===== src/verilog/adc_seq_defines.svh =====
`ifndef ADC_SEQ_DEFINES_SVH
`define ADC_SEQ_DEFINES_SVH

// Bus clock period and the worst-case startup of the dedicated clock.
`define CLK_PERIOD_NS 8
`define ASYNC_STARTUP_NS 5000
`define ASYNC_STARTUP_CYC (`ASYNC_STARTUP_NS / `CLK_PERIOD_NS)

// Conversion-clock counts of a single or first continuous conversion.
`define TICKS_8BIT_SHORT 6'h12
`define TICKS_8BIT_LONG 6'h26
`define TICKS_10BIT_SHORT 6'h15
`define TICKS_10BIT_LONG 6'h29
// Later continuous conversions skip the first-conversion setup ticks.
`define TICKS_CONT_SAVING 6'h02

// Sample window in conversion-clock ticks: 3.5 and 23.5 rounded up.
`define SAMPLE_TICKS_SHORT 6'h04
`define SAMPLE_TICKS_LONG 6'h18

// Bus cycles spent synchronising the start request; one more transfers.
`define SYNC_BUS_CYC 2'h2

// Channel code that selects no input and starts nothing.
`define CHANNEL_OFF 5'h1F

// Result reset values.
`define RESULT_RESET 10'h000

`endif


===== src/verilog/adc_seq_pkg.sv =====
package adc_seq_pkg;

	typedef enum logic [2:0] {
		ST_IDLE = 3'b000,
		ST_WARMUP = 3'b001,
		ST_SYNC = 3'b010,
		ST_CONVERT = 3'b011,
		ST_TRANSFER = 3'b100
	} seq_state_t;

	typedef enum logic [1:0] {
		SRC_ALT = 2'b00,
		SRC_BUS = 2'b01,
		SRC_ASYNC = 2'b10
	} clk_src_t;

endpackage : adc_seq_pkg


===== src/verilog/conv_clock_if.sv =====
`timescale 1ns/100ps
`default_nettype none

// Links the sequencer to the conversion clock generator.
interface conv_clock_if;
	import adc_seq_pkg::*;
	logic run;
	clk_src_t src;
	logic [1:0] divide;
	logic tick;

	modport gen (input run, input src, input divide, output tick);
	modport use_side (output run, output src, output divide, input tick);
endinterface : conv_clock_if

`default_nettype wire


===== src/verilog/conv_clock_gen.sv =====
`timescale 1ns/100ps
`default_nettype none

module conv_clock_gen (
	input wire logic clk_i, // Bus clock.
	input wire logic rst_i, // Synchronous reset, active high.
	input wire logic async_clk_i, // Dedicated asynchronous clock level.
	input wire logic alt_clk_i, // Alternate clock level.
	conv_clock_if.gen cc // Run, source, divide and tick.
);
	import adc_seq_pkg::*;

	logic [2:0] sync_a;
	logic [2:0] sync_b;
	logic level_a;
	logic level_b;
	logic [2:0] cnt;
	logic next_level_a;
	logic next_level_b;
	logic [2:0] next_cnt;
	logic next_tick;
	logic edge_a;
	logic edge_b;
	logic src_edge;
	logic [2:0] last;

	// Source edges, divide ratio, and the gated tick.
	always_comb
	begin
		next_level_a = level_a;
		next_level_b = level_b;
		if (sync_a[1] == sync_a[2])
			next_level_a = sync_a[2];
		if (sync_b[1] == sync_b[2])
			next_level_b = sync_b[2];
		edge_a = next_level_a & ~level_a;
		edge_b = next_level_b & ~level_b;
		unique case (cc.src)
			SRC_ASYNC: src_edge = edge_a;
			SRC_BUS: src_edge = 1'b1;
			default: src_edge = edge_b;
		endcase
		last = 3'(({2'h0, 1'b1} << cc.divide) - 3'h1);
		next_cnt = cnt;
		next_tick = 1'b0;
		if (!cc.run)
			next_cnt = 3'h0; // Clocks stop while the converter idles.
		else if (src_edge)
		begin
			if (cnt == last)
			begin
				next_cnt = 3'h0;
				next_tick = 1'b1;
			end
			else
				next_cnt = cnt + 3'h1;
		end
	end

	// Synchronisers and divider registers.
	always_ff @(posedge clk_i)
	begin
		sync_a <= {sync_a[1:0], async_clk_i};
		sync_b <= {sync_b[1:0], alt_clk_i};
		if (rst_i)
		begin
			level_a <= 1'b0;
			level_b <= 1'b0;
			cnt <= 3'h0;
			cc.tick <= 1'b0;
		end
		else
		begin
			level_a <= next_level_a;
			level_b <= next_level_b;
			cnt <= next_cnt;
			cc.tick <= next_tick;
		end
	end

endmodule : conv_clock_gen

`default_nettype wire


===== src/verilog/adc_conversion_sequencer.sv =====
// How it works
// - Status/control write aborts and restarts unless channel code is all ones.
// - Clock configuration write aborts any running conversion.
// - Stop entry without the asynchronous clock aborts the conversion.
// - Non-reset abort leaves both result registers at the last good result.
// - Reset aborts and returns result registers to reset values.
// - Any abort or reset powers down at once and goes idle, except a restarting status write.
// - 8-bit short sample: first 18 ticks plus 3 bus cycles, later 16.
// - 8-bit long sample: first 38 ticks plus 3 bus cycles, later 36.
// - 10-bit short sample: first 21 ticks plus 3 bus cycles, later 19.
// - 10-bit long sample: first 41 ticks plus 3 bus cycles, later 39.
// - Asynchronous clock adds up to 5 us startup to a first conversion.
// - Sample phase is 3.5 ticks, or 23.5 with long sampling.
// - Conversion clock is the selected source divided by the set ratio.
// - Approximation is rounded to 8 or 10 bits, saturating at full scale.
// - Source: asynchronous if enabled, else alternate or bus per select bit.
// - Divide ratio is 1, 2, 4 or 8.
// - Completion loads results, sets complete flag, interrupts if enabled.
// - Continuous mode restarts after every transfer until aborted.
`timescale 1ns/100ps
`default_nettype none
`include "adc_seq_defines.svh"

module adc_conversion_sequencer (
	input wire logic clk_i, // Bus clock, 125 MHz.
	input wire logic rst_i, // Synchronous reset, active high.
	input wire logic status_write_i, // Status/control register write strobe.
	input wire logic [4:0] channel_select_i, // Channel code written.
	input wire logic continuous_enable_i, // Continuous mode written.
	input wire logic complete_irq_enable_i, // Interrupt enable written.
	input wire logic mode_10bit_i, // Resolution written: 1 is 10-bit.
	input wire logic long_sample_select_i, // Long sample written.
	input wire logic clock_write_i, // Clock configuration write strobe.
	input wire logic async_clock_enable_i, // Asynchronous clock enable written.
	input wire logic input_clock_select_i, // Bus clock select written.
	input wire logic [1:0] clock_divide_select_i, // Divide ratio code written.
	input wire logic stop_mode_i, // Device is entering stop mode.
	input wire logic async_clk_i, // Dedicated asynchronous clock.
	input wire logic alt_clk_i, // Alternate clock.
	input wire logic [10:0] approx_i, // Approximation with one guard bit.
	output logic [1:0] result_high_reg_o, // Result high register.
	output logic [7:0] result_low_reg_o, // Result low register.
	output logic conversion_complete_flag_o, // Completion flag.
	output logic irq_o, // Completion interrupt request.
	output logic [4:0] channel_o, // Channel under conversion.
	output logic sampling_o, // Sample switch closed.
	output logic power_on_o // Clocks and references enabled.
);
	import adc_seq_pkg::*;

	conv_clock_if cc ();

	seq_state_t state;
	seq_state_t next_state;
	logic [9:0] result;
	logic [9:0] next_result;
	logic conversion_complete_flag;
	logic next_conversion_complete_flag;
	logic [5:0] ticks;
	logic [5:0] next_ticks;
	logic [5:0] target;
	logic [5:0] next_target;
	logic [9:0] wait_cnt;
	logic [9:0] next_wait_cnt;
	logic [10:0] approx_q;
	logic [10:0] next_approx_q;
	logic [4:0] channel;
	logic cont_en;
	logic irq_en;
	logic ten_bit;
	logic long_smp;
	logic async_en;
	logic clk_sel;
	logic [1:0] divide;
	logic abort;
	logic start;
	logic [5:0] base;

	// Rounds the guard-bit approximation to the chosen width, saturating.
	function automatic logic [9:0] round_code(input logic [10:0] a, input logic ten);
		logic [10:0] s10;
		logic [8:0] s8;
		s10 = {1'b0, a[10:1]} + {10'h000, a[0]};
		s8 = {1'b0, a[10:3]} + {8'h00, a[2]};
		if (ten)
			round_code = s10[10] ? 10'h3FF : s10[9:0];
		else
			round_code = s8[8] ? 10'h0FF : {2'h0, s8[7:0]};
	endfunction : round_code

	conv_clock_gen u_clk (
		.clk_i(clk_i),
		.rst_i(rst_i),
		.async_clk_i(async_clk_i),
		.alt_clk_i(alt_clk_i),
		.cc(cc)
	);

	// Abort sources and the software start.
	assign abort = status_write_i | clock_write_i
		| (stop_mode_i & ~async_en);
	assign start = status_write_i & (channel_select_i != `CHANNEL_OFF);
	assign base = ten_bit ? (long_smp ? `TICKS_10BIT_LONG : `TICKS_10BIT_SHORT)
		: (long_smp ? `TICKS_8BIT_LONG : `TICKS_8BIT_SHORT);

	// Conversion clock control.
	assign cc.run = (state == ST_CONVERT) & ~abort;
	assign cc.src = async_en ? SRC_ASYNC : (clk_sel ? SRC_BUS : SRC_ALT);
	assign cc.divide = divide;

	// Ports; power drops in the same cycle as an abort.
	assign power_on_o = (state != ST_IDLE) & ~abort & ~rst_i;
	assign sampling_o = (state == ST_CONVERT) & ~abort
		& (ticks < (long_smp ? `SAMPLE_TICKS_LONG : `SAMPLE_TICKS_SHORT));
	assign irq_o = conversion_complete_flag & irq_en;
	assign result_high_reg_o = result[9:8];
	assign result_low_reg_o = result[7:0];
	assign conversion_complete_flag_o = conversion_complete_flag;
	assign channel_o = channel;

	// Sequencer next-state logic.
	always_comb
	begin
		next_state = state;
		next_result = result;
		next_conversion_complete_flag = conversion_complete_flag;
		next_ticks = ticks;
		next_target = target;
		next_wait_cnt = wait_cnt;
		next_approx_q = approx_q;
		if (status_write_i)
			next_conversion_complete_flag = 1'b0;
		if (abort)
		begin
			next_state = ST_IDLE;
			next_wait_cnt = 10'h000;
			if (start)
				next_state = async_en ? ST_WARMUP : ST_SYNC;
		end
		else
		begin
			unique case (state)
				ST_IDLE: ;
				ST_WARMUP:
				begin
					next_wait_cnt = wait_cnt + 10'h001;
					if (wait_cnt == 10'(`ASYNC_STARTUP_CYC - 1))
					begin
						next_wait_cnt = 10'h000;
						next_state = ST_SYNC;
					end
				end
				ST_SYNC:
				begin
					next_wait_cnt = wait_cnt + 10'h001;
					next_ticks = 6'h00;
					next_target = base;
					if (wait_cnt == 10'(`SYNC_BUS_CYC - 2'h1))
					begin
						next_wait_cnt = 10'h000;
						next_state = ST_CONVERT;
					end
				end
				ST_CONVERT:
				begin
					if (cc.tick)
					begin
						next_ticks = ticks + 6'h01;
						if (ticks + 6'h01 == target)
						begin
							next_approx_q = approx_i;
							next_state = ST_TRANSFER;
						end
					end
				end
				ST_TRANSFER:
				begin
					next_result = round_code(approx_q, ten_bit);
					next_conversion_complete_flag = 1'b1;
					next_ticks = 6'h00;
					next_target = base - `TICKS_CONT_SAVING;
					next_state = cont_en ? ST_CONVERT : ST_IDLE;
				end
			endcase
		end
	end

	// Sequencer and configuration registers.
	always_ff @(posedge clk_i)
	begin
		if (rst_i)
		begin
			state <= ST_IDLE;
			result <= `RESULT_RESET;
			conversion_complete_flag <= 1'b0;
			ticks <= 6'h00;
			target <= 6'h00;
			wait_cnt <= 10'h000;
			approx_q <= 11'h000;
			channel <= `CHANNEL_OFF;
			cont_en <= 1'b0;
			irq_en <= 1'b0;
			ten_bit <= 1'b0;
			long_smp <= 1'b0;
			async_en <= 1'b0;
			clk_sel <= 1'b0;
			divide <= 2'h0;
		end
		else
		begin
			state <= next_state;
			result <= next_result;
			conversion_complete_flag <= next_conversion_complete_flag;
			ticks <= next_ticks;
			target <= next_target;
			wait_cnt <= next_wait_cnt;
			approx_q <= next_approx_q;
			if (status_write_i)
			begin
				channel <= channel_select_i;
				cont_en <= continuous_enable_i;
				irq_en <= complete_irq_enable_i;
				ten_bit <= mode_10bit_i;
				long_smp <= long_sample_select_i;
			end
			if (clock_write_i)
			begin
				async_en <= async_clock_enable_i;
				clk_sel <= input_clock_select_i;
				divide <= clock_divide_select_i;
			end
		end
	end

	// Checks on the sequencer.
	AST_RESTART: assert property (@(posedge clk_i) disable iff (rst_i)
		start |=> (state == ST_WARMUP || state == ST_SYNC))
		else $error("Start write did not restart the sequence.");
	AST_CLK_ABORT: assert property (@(posedge clk_i) disable iff (rst_i)
		clock_write_i && !status_write_i |=> state == ST_IDLE)
		else $error("Clock write did not abort.");
	AST_STOP_ABORT: assert property (@(posedge clk_i) disable iff (rst_i)
		stop_mode_i && !async_en && !status_write_i |=> state == ST_IDLE)
		else $error("Stop entry did not abort.");
	AST_KEEP_RESULT: assert property (@(posedge clk_i) disable iff (rst_i)
		abort |=> $stable(result) && !$rose(conversion_complete_flag))
		else $error("Abort disturbed the results.");
	AST_RESET_RESULT: assert property (@(posedge clk_i)
		rst_i |=> result == `RESULT_RESET && state == ST_IDLE)
		else $error("Reset did not clear the results.");
	AST_POWER_OFF: assert property (@(posedge clk_i) disable iff (rst_i)
		abort |-> !power_on_o && !sampling_o)
		else $error("Power stayed on during an abort.");
	AST_TICK_COUNT: assert property (@(posedge clk_i) disable iff (rst_i)
		state == ST_TRANSFER |-> ticks == target
		&& (target == base || target == base - `TICKS_CONT_SAVING))
		else $error("Conversion tick count wrong.");
	AST_WARMUP_BOUND: assert property (@(posedge clk_i) disable iff (rst_i)
		state == ST_WARMUP |-> wait_cnt < 10'(`ASYNC_STARTUP_CYC))
		else $error("Startup wait overran.");
	AST_SYNC_LEN: assert property (@(posedge clk_i) disable iff (rst_i)
		state == ST_SYNC && $past(state) != ST_SYNC && !abort ##1 !abort
		|=> state == ST_CONVERT)
		else $error("Start synchronisation length wrong.");
	AST_COMPLETE: assert property (@(posedge clk_i) disable iff (rst_i)
		state == ST_TRANSFER && !abort |=> conversion_complete_flag && result == round_code($past(approx_q), ten_bit))
		else $error("Completion did not load result and flag.");
	AST_CONTINUE: assert property (@(posedge clk_i) disable iff (rst_i)
		state == ST_TRANSFER && !abort && cont_en |=> state == ST_CONVERT && ticks == 6'h00)
		else $error("Continuous mode did not restart.");

endmodule : adc_conversion_sequencer

`default_nettype wire


===== config.mk =====
export PLATFORM = sky130hd
export DESIGN_NAME = adc_conversion_sequencer
export DESIGN_NICKNAME = d
export VERILOG_FILES = /design/src/verilog/adc_seq_pkg.sv /design/src/verilog/conv_clock_if.sv /design/src/verilog/conv_clock_gen.sv /design/src/verilog/adc_conversion_sequencer.sv
export VERILOG_INCLUDE_DIRS = /design/src /design/src/verilog
export SDC_FILE = /design/constraint.sdc
export NUM_CORES = 1
export LEC_CHECK = 0
export BUFFER_PORTS_ARGS = -buffer_cell sky130_fd_sc_hd__buf_2
export CAP_MARGIN = 20
export CELL_PAD_IN_SITES_DETAIL_PLACEMENT = 1
export CELL_PAD_IN_SITES_GLOBAL_PLACEMENT = 1
export CORE_AREA = 2 2 97 99
export DETAILED_ROUTE_END_ITERATION = 10
export DIE_AREA = 0 0 99 101
export GPL_ROUTABILITY_DRIVEN = 1
export GPL_TIMING_DRIVEN = 1
export PLACE_DENSITY = 0.83
export SLEW_MARGIN = 0
export SYNTH_ARGS = -nofsm -noshare
export SYNTH_HDL_FRONTEND = slang
export SYNTH_SLANG_ARGS = --single-unit

===== constraint.sdc =====
create_clock -name clk_i -period 2.6 [get_ports clk_i]
set_input_delay 0.39 -clock clk_i [delete_from_list [all_inputs] [get_ports clk_i]]
set_output_delay 0.39 -clock clk_i [all_outputs]
set_load 0.1 [all_outputs]

==> summary.md <==
| Metric | Value |
|---|---|
| Fin. max-slew vios | `0` |
| Cts hold-fix bufs | `0` |
| Fill cells | `1,079` |
| Synthesized net count | `492` |
| Register bit total from synthesis | `72` |
| IO Count | `50` |
| Drt pass-1 iters | `6` |
| Die Area | `0.0100 mm²` |
| CTS resizes | `0` |
| WL final | `10.9 mm` |
| Crit. End Element | `output port` |
| Clk slew on worst S/H paths | `around 0.09 ns` |
| Final HPWL DP | `between 7 and 8 mm` |
| Synth top cells by count | `dfxtp_1, a21oi_1, nand2_1, nor2_1, nand4_1` |
| Crit start category | `flip-flop` |
| # nets final | `530` |
| LEAKAGE | `approximately 1.6 nW` |
| Routed Antenna Nets | `0` |
| Max cap viols | `0` |
| Initial Utilization | `0.429` |
| Hold/Removal Path Class | `input pin to flip-flop` |
| PortBufs | `49` |
| Max VDD drop | `approximately 310 µV` |
| Vias/cell | `5.90` |
| Clk_lat worst skew | `around 0.36 ns` |
| Yosys cell types | `67` |
| Starting DRC count in detailed routing | `approximately 180` |
| Final setup vio count | `0` |
| Worst Path Arrival | `roughly 2.0 ns` |
| Layout area overhead | `15.2%` |
| Slew Limit Headroom | `0.473` |
| Layout cells sized above 1 | `0.188` |
| CTS root buf | `clkbuf_8` |
| Top cell type's share of synthesized area | `0.374` |
| Max stage delay on crit path | `about 0.50 ns` |
| Synth area leader | `dfxtp_1` |
| WS Path Type | `flip-flop to output port` |
| Number of synthesized flops with an enable pin | `0` |
| Clock Path Buffers | `2` |
| Vias | `3,547` |
| Largest net degree at the start of global routing | `51` |
| Total track usage | `0.223` |
| Worst Clk Skew | `0.0140 ns` |
| Global-route wire length before repair | `roughly 18 mm` |
| Post-Syn Instances | `447` |
| Setup Fix Bufs, Post-CTS | `0` |
| Die height | `101 µm` |
| Initial antenna violation count | `0` |
| RSZ-0062 raised after global routing | `false` |
| Die X | `99 µm` |
| Slew @ Worst Pin | `0.783 ns` |
| Tcrit/Tclk final | `0.924` |
| CP max stage cell | `dfxtp_2` |
| Sequential share of the synthesized area | `0.374` |
| Routed WL per cell | `18.2 µm` |
| Post-synthesis async set-or-reset flop share | `0` |
| Routability cong. | `0.874` |
| Core area | `0.00898 mm²` |
| Post-Syn Area per Cell | `8.62 µm²` |
| Final Hold Viols | `0` |
| Setup TNS | `0 ns` |
| Clk sinks | `72` |
| Main flop type after synthesis | `dfxtp_1` |
| Clock H-tree levels | `3` |
| Row cnt | `35` |
| Gr ovfl total | `0` |
| DRC errors left | `0` |
| Vias in the first global route | `3,686` |
| Critical path cell sequence | `and3b_1 -> nand2_1 -> a2111oi_4 -> buf_12` |
| Max Freq | `416 MHz` |
| Final min period | `2.40 ns` |
| Synth area leaders | `dfxtp_1, a21oi_1, ha_1` |
| TritonCTS buffer count | `9` |
| N_diodes | `0` |
| Power, Total | `2.42 mW` |
| CP required | `approximately 2.2 ns` |
| CTS tree | `done` |
| Synthesis Warnings | `0` |
| Most common cell in the synthesized netlist | `dfxtp_1` |
| Worst-path maximum fanout | `15` |
| Mapped Area | `roughly 0.0039 mm²` |
| Status | `finished clean` |
| Hold_ws | `0.129 ns` |
| Pwr Density | `545 mW/mm²` |
-- critical path, delay by kind of cell, from the launching register on --
kind | cells | cell delay, ns
compound gates | 1 | 0.36
flops | 1 | 0.50
simple gates | 2 | 0.58
buf+inv | 1 | 0.22
-- per-layer routing --
metal	global-route usage	vias to the layer above	part of all wire
li1	-	1715	-
met3	0.0340	19	0.032
met2	0.384	68	0.50
met5	0	-	0
met1	0.279	1745	0.45
met4	0.0906	0	0.019
-- power by group --
group          internal [mW]  switching, mW  leakage, nW  total (mW)
combinational         0.0714          0.146        0.938       0.217
clock                  0.564          0.492        0.119        1.06
sequential              1.12         0.0203        0.587        1.15
-- kinds of logic (layout without fill, tap and decap cells) --
group                    Yosys count  after routing  synth area share
adder cells (fa/ha/maj)           14             14            0.0455
XOR/XNOR                          24             24            0.0546
multiplexers                      11             11            0.0292
buffers and inverters             39             82            0.0471
AO/OA/AOI/OAI                    110            110             0.199
AND/OR/NAND/NOR                  177            177             0.250
flip-flops                        72             72             0.374
-- through the flow --
step                instances  setup WS, ns  area [µm²]  utilization
global route              601        0.0556        4440        0.494
global placement          585         0.500        4200        0.468
CTS                       601        0.0305        4440        0.494
detailed placement        585         0.413        4200        0.468
floorplan                 447        0.0205        3880            -
finish                    601         0.196        4440        0.494
-- placed cells by master (no fill, tap or decap), types with 5 or more instances in the layout --
cell,count
o21ai_0,13
mux2i_1,9
nor2b_1,9
xnor2_1,14
buf_4,8
and2_1,5
nor2_1,34
nand4_1,23
nor3_1,10
ha_1,14
dfxtp_1,70
xor2_1,10
nand2b_1,7
o31ai_1,16
nand2_1,35
buf_2,47
clkbuf_8,9
inv_1,9
a21oi_1,41
nand3_1,17
a211o_1,6
and3_1,7
or3_1,5
-- registers in the layout, summed over array words and instances (netlist names), 2 cells and up --
register and cells:
wait_cnt 10, u_clk.sync_b 3, channel_o 5, result 10, state 3, ticks 6
u_clk.cnt 3, cc.divide 2, approx_q 11, u_clk.sync_a 3, target 6
-- worst paths after layout --
path	to	startpoint	cells past startpoint	slack [ns]
min reg2reg	u_clk.sync_a[1]	u_clk.sync_a[0]	0	0.34
min	u_clk.sync_b[0]	alt_clk_i	1	0.13
max reg2reg	approx_q[0]	ticks[0]	6	0.44
max	sampling_o	state[1]	4	0.20
-- layout make-up --
class / instances / area [µm²] / area share
clock buffers: 9 / 124 / 0.0279
clock inverters: 7 / 109 / 0.0245
inverters: 9 / 33.8 / 0.00761
multi-input cells: 336 / 2250 / 0.508
flip-flops and latches: 72 / 1440 / 0.325
well taps: 111 / 139 / 0.0313
repair buffers: 57 / 335 / 0.0756
Note: power is estimated with default switching activity, not from simulation.
